`src/hw/bbls_defines.svh`:
```
/*
  Field encodings, size and 1KB limits and FIFO depth of the burst-issuing bus master.
  Assumes it is included by bare name from the master design file.
*/
`ifndef BBLS_DEFINES_SVH
`define BBLS_DEFINES_SVH
`define BBLS_TRANS_IDLE 2'h0
`define BBLS_TRANS_BUSY 2'h1
`define BBLS_TRANS_NONSEQ 2'h2
`define BBLS_TRANS_SEQ 2'h3
`define BBLS_BURST_SINGLE 3'h0
`define BBLS_BURST_INCR 3'h1
`define BBLS_BURST_WRAP4 3'h2
`define BBLS_BURST_INCR4 3'h3
`define BBLS_BURST_WRAP8 3'h4
`define BBLS_BURST_INCR8 3'h5
`define BBLS_BURST_WRAP16 3'h6
`define BBLS_BURST_INCR16 3'h7
`define BBLS_SIZE_MAX_32 3'h2
`define BBLS_KB_BOUNDARY_BYTES 11'h400
`define BBLS_FIFO_DEPTH 32
`endif

```
`src/hw/bbls_pkg.sv`:
```
/*
  Types of the burst-issuing bus master.
  Assumes bbls_defines.svh is on the include path.
*/
package bbls_pkg;
  typedef struct packed {
    logic [31:0] addr;
    logic [2:0] size;
    logic [2:0] burst;
    logic write;
    logic lock;
    logic [4:0] beats;
  } bbls_cmd_s;
  typedef struct packed {
    logic [31:0] data;
    logic err;
  } bbls_rsp_s;
endpackage : bbls_pkg

```
`src/hw/bbls_fifo.sv`:
```
/*
  Synchronous valid/ready FIFO with parameter width and depth.
  Assumes one clock and an asynchronous active-low reset.
*/
`timescale 1ns/1ns
module bbls_fifo #(
  parameter int WIDTH = 32,
  parameter int DEPTH = 32
) (
  input wire logic mclk_i,
  input wire logic arst_n_i,
  input wire logic [WIDTH-1:0] in_data_i,
  input wire logic in_valid_i,
  output logic in_ready_o,
  output logic [WIDTH-1:0] out_data_o,
  output logic out_valid_o,
  input wire logic out_ready_i
);
  localparam int AW = $clog2(DEPTH);
  logic [WIDTH-1:0] mem [DEPTH];
  logic [AW-1:0] wr_ptr;
  logic [AW-1:0] rd_ptr;
  logic [AW:0] count;
  logic push;
  logic pop;
  assign push = in_valid_i && in_ready_o;
  assign pop = out_valid_o && out_ready_i;
  assign in_ready_o = (count != DEPTH[AW:0]);
  assign out_valid_o = (count != '0);
  assign out_data_o = mem[rd_ptr];
  always_ff @(posedge mclk_i) begin
    if (push) begin
      mem[wr_ptr] <= in_data_i;
    end
  end
  always_ff @(posedge mclk_i or negedge arst_n_i) begin
    if (!arst_n_i) begin
      wr_ptr <= '0;
      rd_ptr <= '0;
      count <= '0;
    end else begin
      if (push) begin
        wr_ptr <= (wr_ptr == AW'(DEPTH - 1)) ? '0 : wr_ptr + 1'b1;
      end
      if (pop) begin
        rd_ptr <= (rd_ptr == AW'(DEPTH - 1)) ? '0 : rd_ptr + 1'b1;
      end
      count <= count + {{AW{1'b0}}, push} - {{AW{1'b0}}, pop};
    end
  end
endmodule : bbls_fifo

```
`src/hw/bbls_master.sv`:
```
/*
  Bus master that issues single, incrementing and wrapping bursts,
  with optional locking, BUSY insertion and abandon on error.
  Assumes a single subordinate path with HREADY/HRESP from the fabric,
  a 32-bit data bus and a user command port on the same clock.
*/
// What this block does
// - Lock output stays high over every beat of a locked command.
// - An IDLE cycle is issued right after each locked sequence.
// - Lock is never held over idle cycles at sequence start or end.
// - A locked command keeps all beats inside one address region.
// - Size field gives width as eight bits shifted by its value.
// - Sizes wider than the 32-bit bus are clamped to word.
// - Size is held constant for every beat of a burst.
// - Wrap boundary equals beat count times transfer bytes.
// - Burst field encodes single, undefined INCR, and fixed bursts.
// - Incrementing beats add the transfer size, never wrapping.
// - Incrementing bursts crossing 1KB are cut to one SINGLE beat.
// - A single beat may be SINGLE or one-beat INCR.
// - Addresses are forced aligned to the transfer size.
// - BUSY is driven after every write beat mid-burst, and while write data is not yet buffered.
// - A burst ends after BUSY only when an ERROR abandons it; otherwise a SEQ beat follows it.
// - Fixed bursts end with a SEQ beat unless abandoned after an ERROR.
// - No BUSY follows a SINGLE burst.
// - After ERROR the remaining beats are abandoned with IDLE.
// - Abandoned beats are not reissued later.
// - Bursts are cut short only after an error or a 1KB crossing.
// - Transfer type encodes IDLE, BUSY, NONSEQ and SEQ.
`timescale 1ns/1ns
`include "bbls_defines.svh"
module bbls_master #(
  parameter int FIFO_DEPTH = `BBLS_FIFO_DEPTH
) (
  input wire logic mclk_i,
  input wire logic arst_n_i,
  input wire bbls_pkg::bbls_cmd_s cmd_i,
  input wire logic cmd_valid_i,
  output logic cmd_ready_o,
  input wire logic [31:0] wdata_i,
  input wire logic wdata_valid_i,
  output logic wdata_ready_o,
  output bbls_pkg::bbls_rsp_s rsp_o,
  output logic rsp_valid_o,
  input wire logic rsp_ready_i,
  output logic [31:0] haddr_o,
  output logic [1:0] htrans_o,
  output logic [2:0] hsize_o,
  output logic [2:0] hburst_o,
  output logic hwrite_o,
  output logic hmastlock_o,
  output logic [31:0] hwdata_o,
  input wire logic [31:0] hrdata_i,
  input wire logic hready_i,
  input wire logic hresp_i
);
  typedef enum logic [1:0] {bbls_idle, bbls_burst, bbls_gap} bbls_state_e;

  // ---------------------------------------------------------------
  // Decoding helpers
  // ---------------------------------------------------------------
  function automatic logic [4:0] bbls_beats(input logic [2:0] b, input logic [4:0] n);
    case (b)
      `BBLS_BURST_SINGLE: bbls_beats = 5'h01;
      `BBLS_BURST_WRAP4, `BBLS_BURST_INCR4: bbls_beats = 5'h04;
      `BBLS_BURST_WRAP8, `BBLS_BURST_INCR8: bbls_beats = 5'h08;
      `BBLS_BURST_WRAP16, `BBLS_BURST_INCR16: bbls_beats = 5'h10;
      default: bbls_beats = (n == 5'h00) ? 5'h01 : n;
    endcase
  endfunction : bbls_beats

  function automatic logic [31:0] bbls_next(input logic [31:0] a, input logic [2:0] b,
                                            input logic [2:0] s);
    logic [31:0] step;
    logic [31:0] mask;
    step = 32'h1 << s;
    mask = ({27'h0, bbls_beats(b, 5'h01)} << s) - 32'h1;
    if (b == `BBLS_BURST_WRAP4 || b == `BBLS_BURST_WRAP8 || b == `BBLS_BURST_WRAP16) begin
      bbls_next = (a & ~mask) | ((a + step) & mask);
    end else begin
      bbls_next = a + step;
    end
  endfunction : bbls_next

  // ---------------------------------------------------------------
  // Write data buffering
  // ---------------------------------------------------------------
  logic [31:0] wbuf_data;
  logic wbuf_valid;
  logic wbuf_pop;
  bbls_fifo #(.WIDTH(32), .DEPTH(FIFO_DEPTH)) u_wbuf (
    .mclk_i(mclk_i),
    .arst_n_i(arst_n_i),
    .in_data_i(wdata_i),
    .in_valid_i(wdata_valid_i),
    .in_ready_o(wdata_ready_o),
    .out_data_o(wbuf_data),
    .out_valid_o(wbuf_valid),
    .out_ready_i(wbuf_pop)
  );

  // ---------------------------------------------------------------
  // Command acceptance and address phase
  // ---------------------------------------------------------------
  bbls_state_e state;
  logic [4:0] left;
  logic need_idle;
  logic lock_pend;
  logic dp_valid;
  logic dp_write;
  logic dp_active;
  logic abort;
  logic [2:0] sz;
  logic [31:0] al_addr;
  logic [2:0] bt;
  logic [4:0] nb;
  logic crosses;
  logic beat_ok;
  logic take;

  always_comb begin
    sz = (cmd_i.size > `BBLS_SIZE_MAX_32) ? `BBLS_SIZE_MAX_32 : cmd_i.size;
    al_addr = cmd_i.addr & ~((32'h1 << sz) - 32'h1);
    nb = bbls_beats(cmd_i.burst, cmd_i.beats);
    crosses = ({22'h0, al_addr[9:0]} + ({27'h0, nb} << sz)) > {21'h0, `BBLS_KB_BOUNDARY_BYTES};
    bt = cmd_i.burst;
    if (crosses && cmd_i.burst != `BBLS_BURST_WRAP4 && cmd_i.burst != `BBLS_BURST_WRAP8
        && cmd_i.burst != `BBLS_BURST_WRAP16) begin
      bt = `BBLS_BURST_SINGLE;
      nb = 5'h01;
    end
  end

  // A beat may go out only when its write word is already buffered.
  assign beat_ok = !hwrite_o || wbuf_valid;
  assign abort = dp_valid && hresp_i && !hready_i;
  // Lock never covers the idle gap; a fresh command waits one cycle after a lock.
  assign take = cmd_valid_i && cmd_ready_o && hready_i;
  assign dp_active = (htrans_o == `BBLS_TRANS_NONSEQ || htrans_o == `BBLS_TRANS_SEQ);
  assign wbuf_pop = hready_i && dp_active && hwrite_o;

  always_ff @(posedge mclk_i or negedge arst_n_i) begin
    if (!arst_n_i) begin
      state <= bbls_idle;
      left <= 5'h00;
      need_idle <= 1'b0;
      lock_pend <= 1'b0;
      cmd_ready_o <= 1'b0;
      haddr_o <= 32'h0;
      htrans_o <= `BBLS_TRANS_IDLE;
      hsize_o <= 3'h0;
      hburst_o <= `BBLS_BURST_SINGLE;
      hwrite_o <= 1'b0;
      hmastlock_o <= 1'b0;
    end else if (abort) begin
      htrans_o <= `BBLS_TRANS_IDLE;
      hmastlock_o <= 1'b0;
      state <= bbls_idle;
      left <= 5'h00;
      need_idle <= 1'b0;
      cmd_ready_o <= 1'b0;
    end else if (hready_i) begin
      case (state)
        bbls_idle: begin
          cmd_ready_o <= !need_idle && !cmd_ready_o;
          need_idle <= 1'b0;
          htrans_o <= `BBLS_TRANS_IDLE;
          hmastlock_o <= 1'b0;
          if (take) begin
            cmd_ready_o <= 1'b0;
            haddr_o <= al_addr;
            hsize_o <= sz;
            hburst_o <= bt;
            hwrite_o <= cmd_i.write;
            hmastlock_o <= cmd_i.lock && (!cmd_i.write || wbuf_valid);
            lock_pend <= cmd_i.lock;
            htrans_o <= (!cmd_i.write || wbuf_valid) ? `BBLS_TRANS_NONSEQ : `BBLS_TRANS_IDLE;
            left <= nb;
            state <= (!cmd_i.write || wbuf_valid) ? bbls_burst : bbls_gap;
          end
        end
        bbls_gap: begin
          if (beat_ok) begin
            htrans_o <= `BBLS_TRANS_NONSEQ;
            hmastlock_o <= lock_pend;
            state <= bbls_burst;
          end
        end
        bbls_burst: begin
          // A pending BUSY still owes its beat, so the burst cannot end on it.
          if (left == 5'h01 && htrans_o != `BBLS_TRANS_BUSY) begin
            htrans_o <= `BBLS_TRANS_IDLE;
            need_idle <= hmastlock_o;
            hmastlock_o <= 1'b0;
            state <= bbls_idle;
          end else begin
            if (htrans_o != `BBLS_TRANS_BUSY) begin
              haddr_o <= bbls_next(haddr_o, hburst_o, hsize_o);
              left <= left - 5'h01;
            end
            // The head word is taken by the current beat, so the next one waits a cycle.
            if (!hwrite_o || (wbuf_valid && !wbuf_pop)) begin
              htrans_o <= `BBLS_TRANS_SEQ;
            end else begin
              htrans_o <= `BBLS_TRANS_BUSY;
            end
          end
        end
        default: state <= bbls_idle;
      endcase
    end
  end

  // ---------------------------------------------------------------
  // Data phase: write data out, read data and errors back
  // ---------------------------------------------------------------
  always_ff @(posedge mclk_i or negedge arst_n_i) begin
    if (!arst_n_i) begin
      dp_valid <= 1'b0;
      dp_write <= 1'b0;
      hwdata_o <= 32'h0;
    end else if (hready_i) begin
      dp_valid <= dp_active && !abort;
      dp_write <= hwrite_o;
      if (wbuf_pop) begin
        hwdata_o <= wbuf_data;
      end
    end
  end

  // Read data and error reports are dropped if the consumer stalls, to keep the bus free.
  always_ff @(posedge mclk_i or negedge arst_n_i) begin
    if (!arst_n_i) begin
      rsp_o <= '0;
      rsp_valid_o <= 1'b0;
    end else begin
      if (rsp_ready_i) begin
        rsp_valid_o <= 1'b0;
      end
      if (dp_valid && hready_i) begin
        rsp_o.data <= dp_write ? 32'h0 : hrdata_i;
        rsp_o.err <= hresp_i;
        rsp_valid_o <= 1'b1;
      end
    end
  end
endmodule : bbls_master

```
`config.mk`:
```
export PLATFORM = sky130hd
export DESIGN_NAME = bbls_master
export DESIGN_NICKNAME = d
export VERILOG_FILES = /design/src/hw/bbls_pkg.sv /design/src/hw/bbls_fifo.sv /design/src/hw/bbls_master.sv
export VERILOG_INCLUDE_DIRS = /design/src /design/src/hw
export SDC_FILE = /design/constraint.sdc
export NUM_CORES = 1
export LEC_CHECK = 0
export BUFFER_PORTS_ARGS = -buffer_cell sky130_fd_sc_hd__buf_2
export CORE_ASPECT_RATIO = 0.6
export CORE_MARGIN = 2
export CORE_UTILIZATION = 40
export DETAILED_ROUTE_END_ITERATION = 6
export GPL_TIMING_DRIVEN = 0
export SLEW_MARGIN = 20
export SYNTH_ARGS = -nofsm -noshare
export SYNTH_HDL_FRONTEND = slang
export SYNTH_SLANG_ARGS = --single-unit
```
`constraint.sdc`:
```
create_clock -name mclk_i -period 3 [get_ports mclk_i]
set_input_delay 0.6 -clock mclk_i [delete_from_list [all_inputs] [get_ports mclk_i]]
set_output_delay 0.6 -clock mclk_i [all_outputs]
set_load 0.005 [all_outputs]
```
==> Yosys cells after proc, flatten, opt, wreduce, memory -nomap -nowiden <==
Memories as Yosys holds them, arrays and structs flattened. A register that Yosys moved wholly into a read port is not among the register bits.
Index checks and enable logic that the tools add are counted.
{ "totals": {"regBits": 104, "latchBits": 0, "ramBits": 1024, "mem_bits_ro": 0, "output_inout_bits": 110, "word_cells": 188, "n_memories": 1} }
{ "mem_list": {"columns": ["memory", "depth", "word_bits", "read_ports", "rd_clocked_by_memory_dff", "write_ports", "line", "rtl"], "rows": [
  ["u_wbuf.mem", 32, 32, 1, 1, 1, "bbls_fifo.sv:20", "logic [WIDTH-1:0] mem [DEPTH];"]
]} }
{ "classes": {"n_addsub": 9, "n_mul": 0, "div_mod_pow": 0, "magnitude_cmp": 2, "n_eq_ne": 32, "n_shift": 4, "muxes": 58, "bitwise_logic": 7, "n_reduce_logical": 56} }
{ "op_table": {"columns": ["operator", "n"], "rows": [
  ["two-way mux 32 bit", 5],
  ["bitwise AND 32 bit", 3],
  ["two-way mux 5 bit", 14],
  ["NOT 32 bit", 2],
  ["one-hot mux 32 bit (2 select lines)", 1],
  ["left shift 1 x 3 -> 32 bit (first input constant)", 2],
  ["left shift 5 x 3 -> 32 bit", 2],
  ["subtractor 32 x 1 -> 32 bit (second input constant)", 2],
  ["adder 10 x 32 -> 32 bit", 1],
  ["adder 32 bit", 1],
  ["greater-than comparator 32 x 11 -> 1 bit (second input constant)", 1],
  ["bitwise OR 32 bit", 1],
  ["two-way mux 2 bit", 13],
  ["equality test 3 bit (second input constant)", 8],
  ["!= test 3 bit (second input constant)", 7],
  ["one-hot mux 5 bit (4 select lines)", 1],
  ["logical AND 1 bit", 17],
  ["two-way mux 1 bit", 16],
  ["one-hot mux 5 bit (3 select lines)", 1],
  ["equality test 3 x 2 -> 1 bit (second input constant)", 4],
  ["one-hot mux 2 bit (3 select lines)", 2],
  ["AND reduction 4 bit", 3],
  ["OR reduction 2 bit", 6],
  ["adder 5 x 1 -> 5 bit (second input constant)", 2],
  ["30 further kinds", 53]
]} }

==> Depth between registers and ports, before layout <==
Gate-level depths: netlist (run 1).
{ "logic_depth": {"ltp_word": 17, "depth_mapped": 16, "ltp_nobuf": 15} }

==> Modules after synthesis <==
A second synthesis (run 1) with hierarchy kept.
{ "hier_totals": {"cells_unflattened": 3004, "hier_area_um2": 47783.3} }
{ "modules_own_cells": {"columns": ["module", "n_inst", "cells_per_inst", "area_per_inst_um2", "seq_area_each_um2"], "rows": [
  ["bbls_fifo", 1, 2167, 40361.2, 31149.9],
  ["bbls_master", 1, 837, 7422.1, 3002.9]
]} }

==> Worst setup path before layout (run 1) <==
No wires, ideal clock.
{ "synth_timing": {"path_kind": "input to register", "from": "in cmd_i[11] (netlist name)", "to": "reg left[0]", "arrival_ns": 3.212, "required_time_ns": 2.874, "slack_ns": -0.337, "path_stages": 12, "path_cell_list": "or2_2 -> clkbuf_1 -> nor3b_1 -> ha_1 -> fa_1 -> nor2_1 -> o2111ai_1 -> nor4_1 -> nand4_1 -> a311o_1 -> buf_2 -> o311a_1"} }
{ "synth_via": {"elab_chain_cells": 16, "elab_cells_between_ends": 17, "cone_classes": "2 x add/sub; 2 x order compare; 2 x shift; 6 x mux; 2 x bitwise; 3 x reduce/logical"} }
{ "synth_rtl": {"columns": ["item", "line", "rtl"], "rows": [
  ["start, declared", "bbls_master.sv:36", "input wire bbls_pkg::bbls_cmd_s cmd_i,"],
  ["greater-than comparator 3 x 2 -> 1 bit (no line)", null, null],
  ["two-way mux 3 bit *", "bbls_master.sv:121", "sz = (cmd_i.size > `BBLS_SIZE_MAX_32) ? `BBLS_SIZE_MAX_32 : cmd_i.size;"],
  ["left shift 1 x 3 -> 32 bit", "bbls_master.sv:122", "al_addr = cmd_i.addr & ~((32'h1 << sz) - 32'h1);"],
  ["subtractor 32 x 1 -> 32 bit", "bbls_master.sv:122", null],
  ["NOT 32 bit", "bbls_master.sv:122", null],
  ["bitwise AND 32 bit", "bbls_master.sv:122", null],
  ["adder 10 x 32 -> 32 bit *", "bbls_master.sv:124", "crosses = ({22'h0, al_addr[9:0]} + ({27'h0, nb} << sz)) > {21'h0, `BBLS_KB_BOUNDARY_BYTES};"],
  ["greater-than comparator 32 x 11 -> 1 bit *", "bbls_master.sv:124", null],
  ["logical AND 1 bit (no line) * (3 in series)", null, null],
  ["two-way mux 5 bit *", "bbls_master.sv:126", "if (crosses && cmd_i.burst != `BBLS_BURST_WRAP4 && cmd_i.burst != `BBLS_BURST_WRAP8"],
  ["two-way mux 5 bit *", "bbls_master.sv:168", "if (take) begin"],
  ["one-hot mux 5 bit (2 select lines) *", "bbls_master.sv:162", "case (state)"],
  ["two-way mux 5 bit *", "bbls_master.sv:161", "end else if (hready_i) begin"],
  ["two-way mux 5 bit *", "bbls_master.sv:154", "end else if (abort) begin"],
  ["end signal, assigned", "bbls_master.sv:177", "left <= nb;"],
  ["end signal, assigned", "bbls_master.sv:198", "left <= left - 5'h01;"],
  ["end, declared", "bbls_master.sv:105", "logic [4:0] left;"]
]} }
Mark *: on every way between the ends. The rest lies on a longest branch, timed or not. The select of a mux whose other input is x is not followed.
A chain may end at the register's enable or synchronous reset.

==> Worst setup path after layout (run 1) <==
{ "layout_timing": {"from": "in cmd_i[4] (netlist name)", "to": "reg left[0]"} }
{ "layout_via": {"elab_chain_cells": 14} }
{ "layout_rtl": {"columns": ["item", "line", "rtl"], "rows": [
  ["zero test 5 bit", "bbls_master.sv:67", "default: bbls_beats = (n == 5'h00) ? 5'h01 : n;"],
  ["two-way mux 5 bit *", "bbls_master.sv:67", null],
  ["one-hot mux 5 bit (4 select lines) *", "bbls_master.sv:62", "case (b)"],
  ["left shift 5 x 3 -> 32 bit", "bbls_master.sv:124", null],
  ["adder 10 x 32 -> 32 bit", "bbls_master.sv:124", null],
  ["greater-than comparator 32 x 11 -> 1 bit", "bbls_master.sv:124", null],
  ["logical AND 1 bit (no line) (3 in series)", null, null],
  ["two-way mux 5 bit *", "bbls_master.sv:126", null],
  ["two-way mux 5 bit *", "bbls_master.sv:168", null],
  ["one-hot mux 5 bit (2 select lines) *", "bbls_master.sv:162", null],
  ["two-way mux 5 bit *", "bbls_master.sv:161", null],
  ["two-way mux 5 bit *", "bbls_master.sv:154", null]
]} }
Marked as above.

==> results.ini, run 1 <==
[status]
status=finished clean

[pwr]
p_per_area_nw_per_um2=865
cellLeakagePower_uw=0.0189
irDropWorstVdd_mv=0.508

[floorplan]
core_region_area_um2=117000
ios=226
die_height_um=269
rows=97
die_w_um=446
dieArea_um2=120000
start_util=0.403

[global_route]
grt_max_degree=75
grt_overflow_total=0
antenna_found_initial=7
grt_util_all_layers=0.225
grt_pass1_vias=27300
grt_pass1_wl_um=195000

[worst_hold_path]
hold_path_class=input pin to register
hp-start=rsp_ready_i

[run]
maxCapViolCount=0

[drt]
drt_iter0_drc=4136
wirelength_um=137000
via_per_inst=5.89
wl_per_cell_um=28.8
firstDrtPassIters=6
antenna_left=0
drc=0
vias=28000

[final_layout]
multi_input_area_um2=12500
seqCellArea_um2=34200
nFillCells=9642
final_nets=3233
stdcell_area_um2=56000
layout-drive-gt1-share=0.295
layoutNonFillerInstCount=4747
fin_util=0.481
synthToLayoutAreaGrowth_pct=19.3

[clocking]
numCtsBuffers=103
clk_pin_slew_worst_paths_ns=0.07
clock_latency_ns=0.71
cts_tree=done
clockBufferDepth=3
clock_sinks=1160
ctsHtreeMaxLevel=3
root_buffer=clkbuf_16

[sta]
max_slew.worst_pin.slew_ns=1.02
slew_viol_final=0
period_share=0.992
slew_headroom=0.320
setup_viol=0
fin_ws_ns=0.0247
layout_min_cycle_time_ns=2.98
hold_violations=0
skew_ns=0.0289
fmax_mhz=336
rsz0062_at_grt=true

[worst_setup_path]
crit_start=cmd_i[4]
worstPathArrival_ns=3.57
setup.worst_path.class=input pin to register
cp.required_ns=3.60
endpoint_kind=register
cp_max_fo=8
rr_startpoint=hsize_o[1]$_DFFE_PN0P_
cp-start-kind=input pin

[synth]
synth_common_cells=1024 x edfxtp_1, 256 x mux4_2, 177 x nand2_1, 136 x a22oi_1, 136 x dfrtp_1
synth_cells=2634
yosys-top-cells-area=edfxtp_1 65%, mux4_2 12%, dfrtp_1 7.2%, a22oi_1 2.2%, nand2_1 1.4%
syn-cell-area_um2=47000
synth_top_area_frac=0.655
synth-main-ff-cell=edfxtp_1
avgSynthCellArea_um2=17.8
synth-edff-count=1024
async_flop_share=0.117
ys_warn_count=0
ys_seq_elements=1160
synth.most_common_cell=edfxtp_1
ys_seq_area_frac=0.727
netlist.top_cell.by_area=edfxtp_1
ys_types=84

[place]
place.gp.congestion=0.886
dpl.hpwl_um=94900
dpl_cell_area_um2=51900
portBuffers=224
placed_cells=4507
pre_cts_ws_ns=-1.07

layer usage:
metal | vias to the layer above | share of wire | track usage
met3 | 186 | 0.10 | 0.0447
met2 | 1517 | 0.43 | 0.313
met4 | 0 | 0.022 | 0.0556
met1 | 14700 | 0.45 | 0.361
li1 | 11500 | - | -
met5 | - | 0 | 0
worst paths after layout:
path / to / slack, ns / cells after the start
max reg2reg: register / 0.05 / 11
max: left[0]$_DFFE_PN0P_ / 0.02 / 13
min reg2reg: rsp_o[1]$_DFFE_PN0P_ / 0.49 / 2
max in group asynchronous: hwdata_o[15]$_DFFE_PN0P_ / 1.60 / 3
min: rsp_valid_o$_DFFE_PN0P_ / 0.1 / 2
min in group asynchronous: rsp_o[11]$_DFFE_PN0P_ / 0.43 / 2
critical path, cell delays in order:
cell	delay, ns
buf_2	0.12
nor4_2	0.27
o31a_1	0.29
nor3b_2	0.21
ha_2	0.22
fa_2	0.43
nor2_1	0.12
o2111ai_1	0.11
nor4_1	0.24
nand4_1	0.18
a311o_1	0.31
buf_6	0.15
o311a_1	0.32
cell usage in the layout (no fill, tap or decap), drive strengths merged, types with 42 or more instances in the layout:
cell / netlist / layout
a22oi: 136 / 136
edfxtp: 1024 / 1024
mux4: 256 / 256
a21oi: 119 / 119
buf: 56 / 380
dfrtp: 136 / 136
clkbuf: 97 / 238
nand2: 178 / 178
ha: 42 / 42
nor2: 99 / 99
o21ai: 119 / 119
where the power goes:
part / internal (uW) / switching [uW]
Sequential: 19100 / 1010
Combinational: 6380 / 8590
Clock: 7420 / 5980
Total: 32900 / 15600
cells by family (layout without fill, tap and decap cells):
family,count (synthesis),after routing,share of synthesized area
buffers and inverters,192,713,0.0167
other,2,10,0.000160
adder cells (fa/ha/maj),45,45,0.0125
AND/OR/NAND/NOR,460,460,0.0468
multiplexers,275,275,0.127
AO/OA/AOI/OAI,488,488,0.0675
XOR/XNOR,12,12,0.00224
flip-flops,1160,1160,0.727
stage by stage:
stage	total power (uW)	TNS, ns	hold slack (ns)
floorplan	29100	-0.434	0.304
global placement	34100	-2312.96	0.442
detailed placement	34800	-48.20	0.470
CTS	48400	-0.106	0.0376
global route	50500	-1.65	0.0797
finish	48500	0	0.0969
sequential cells by signal, summed over array words and instances, names as in the netlist, named ones only:
name	flops
u_wbuf.count	6
need_idle	1
u_wbuf.rd_ptr	5
dp_write	1
dp_valid	1
lock_pend	1
rsp_valid_o	1
cmd_ready_o	1
hwrite_o	1
rsp_o	33
left	5
hwdata_o	32
u_wbuf.mem	1024
hburst_o	3
htrans_o	2
hsize_o	3
u_wbuf.wr_ptr	5
state	2
hmastlock_o	1
area by class of cell:
cell class | count | share of cell area
flip-flops and latches | 1160 | 0.609
multi-input cells | 1285 | 0.223
repair buffers | 334 | 0.0549
clock buffers | 136 | 0.0511
well taps | 1584 | 0.0354
plain buffers | 149 | 0.0137
clock inverters | 55 | 0.00940
inverters | 39 | 0.00275
diodes | 5 | 0.000223
repair_timing:
item,in CTS,in global routing
pin swaps,24,14
endpoints found under the setup margin,263,187
hold buffers,1,0
gates resized for setup,62,79
hold endpoints to repair,62,0
gates cloned,0,1
buffers inserted,37,9
Note: power is estimated with default switching activity, not from simulation.
==> run 2, diff against run 1 <==
- CAP_MARGIN: not set -> 10
- REMOVE_ABC_BUFFERS: not set -> 1
==> run 2 against run 1 <==
Sequential share of layout area fell by 0.64 points. Via count fell by 3.4%. Clock skew rose by 0.0064 ns. Sequential power barely moved. Global-route usage fell by 1.7 points. Utilization rose by 0.54 points. Critical path type unchanged.
==> results.ini, run 2 (same netlist as run 1, synthesis figures left out) <==
[clocking]
clock_latency_ns=0.72
numCtsBuffers=107
root_buffer=clkbuf_16
clock_sinks=1160
cts_tree=done
clockBufferDepth=3
ctsHtreeMaxLevel=3
clk_pin_slew_worst_paths_ns=0.06

[final_layout]
final_nets=3144
seqCellArea_um2=34200
layout-drive-gt1-share=0.300
reg.largest.list=u_wbuf.mem: 1024 flops, rsp_o: 33 flops, hwdata_o: 32 flops
multi_input_area_um2=12500
final_cell_mix=1024 x edfxtp_1, 256 x mux4_2, 224 x buf_2
stdcell_area_um2=56700
synthToLayoutAreaGrowth_pct=20.7
final_common_cell=edfxtp_1
nFillCells=9457
largest_register_ffs=1024
largest_register=u_wbuf.mem

[pwr]
cellLeakagePower_uw=0.0191
pwr-share-seq=0.420
p_int_uw=33700
switching_power_uw=14600
share_comb_of_total_power=0.293
power.share.switching=0.302
irDropWorstVdd_mv=0.634
clkPwrFrac=0.286
p_per_area_nw_per_um2=851

[global_route]
grt_max_degree=78
grt_overflow_total=0
antenna_found_initial=5
grt_util_all_layers=0.208
grt_pass1_wl_um=184000
grt_pass1_vias=27000

[worst_setup_path]
worstPathArrival_ns=3.52
cp.required_ns=3.60
cp-start-kind=input pin
setup.worst_path.class=input pin to register
endpoint_kind=register
cp_max_fo=7

[sta]
rsz0062_at_grt=true
tns_ns=0
setup_viol=0
period_share=0.972
fmax_mhz=343
skew_ns=0.0352
hold_violations=0
max_slew.worst_pin.slew_ns=0.767
slew_viol_final=0
fin_ws_ns=0.0847
slew_headroom=0.483
layout_min_cycle_time_ns=2.92

[run]
maxCapViolCount=0

[floorplan]
die_height_um=269
core_region_area_um2=117000
ios=226
start_util=0.403
die_w_um=446
dieArea_um2=120000
rows=97

[drt]
wl_per_cell_um=27.4
antenna_left=0
firstDrtPassIters=6
drt_iter0_drc=2963
via_per_inst=5.80
drc=0
vias=27000
wirelength_um=128000

[place]
portBuffers=225
dpl.hpwl_um=80000
dpl_cell_area_um2=52200
place.gp.congestion=0.877
pre_cts_ws_ns=-1.04

[status]
status=finished clean

[worst_hold_path]
hold_path_class=input pin to register

-- run 2: cell count changes in the layout (fill, tap and decap cells not counted), sizes merged --
cell	previous run	this run
clkinv	37	33
bufbuf	0	1
inv	41	42
bufinv	8	10
nand3	32	33
diode	5	3
clkbuf	238	152
clkinvlp	8	6
buf	380	383
-- run 2: worst paths after layout --
kind / to / slack, ns / from / cells after the start
worst max-delay path: left[0]$_DFFE_PN0P_ / 0.08 / cmd_i[7] / 12
min in group asynchronous: asynchronous set/reset pin / 0.51 / arst_n_i / 2
worst min-delay path: rsp_valid_o$_DFFE_PN0P_ / 0.09 / rsp_ready_i / 2
max in group asynchronous: hwdata_o[5]$_DFFE_PN0P_ / 1.61 / arst_n_i / 3
worst max register to register: u_wbuf.mem[16][13]$_DFFE_PP_ / 0.09 / u_wbuf.count[3]$_DFF_PN0_ / 9
worst min register to register: hwdata_o[16]$_DFFE_PN0P_ / 0.48 / hwdata_o[16]$_DFFE_PN0P_ / 2
-- run 2: worst max-delay path: stages --
cell and delay, ns:
buf_2 0.14, inv_1 0.07, o31a_1 0.33, nor3b_2 0.17
ha_2 0.19, fa_1 0.41, a211o_1 0.34, a21o_1 0.17
a22oi_1 0.17, nand4_1 0.12, a311o_2 0.43, o311a_1 0.36
-- run 2: cell type report --
class                   count  share of cell area
repair inverters            1           0.0000883
clock inverters            51             0.00969
flip-flops and latches   1160               0.603
clock buffers             149              0.0525
repair buffers            388              0.0763
well taps                1584              0.0350
multi-input cells        1286               0.221
diodes                      3            0.000132
inverters                  39             0.00272
-- run 2: power by group through the flow --
stage                     Sequential (uW)  Combinational (uW)  Clock (uW)
final                               20300               14200       13800
after global routing                20400               15300       14700
after CTS                           20200               13900       14100
after detailed placement            20600               13300           0
after global placement              20900                8360           0
after floorplan                     20700                6450           0
-- run 2: stage by stage --
stage               total power [uW]   util  hold slack, ns  cells
finish                         48300  0.486          0.0855   4661
global route                   50400  0.486          0.0901   4660
CTS                            48200  0.484          0.0351   4644
detailed placement             34000  0.448           0.468   4390
global placement               29300  0.424           0.441   4293
floorplan                      27100      -           0.304   2484
-- run 2: routing by layer --
layer  share of wire  vias up  global-route usage
met3           0.083      233              0.0397
met2            0.47     1302               0.324
met5               0        -                   0
met1            0.42    14100               0.300
met4           0.026        0              0.0583
li1                -    11300                   -
-- run 2: what timing repair did --
item / CTS / global route
setup endpoints to repair: 501 / 167
buffers inserted: 52 / 10
resized for setup: 30 / 34
hold buffers: 1 / 0
cloned: 1 / 4
pin swaps: 31 / 9
hold endpoints to repair: 76 / 0
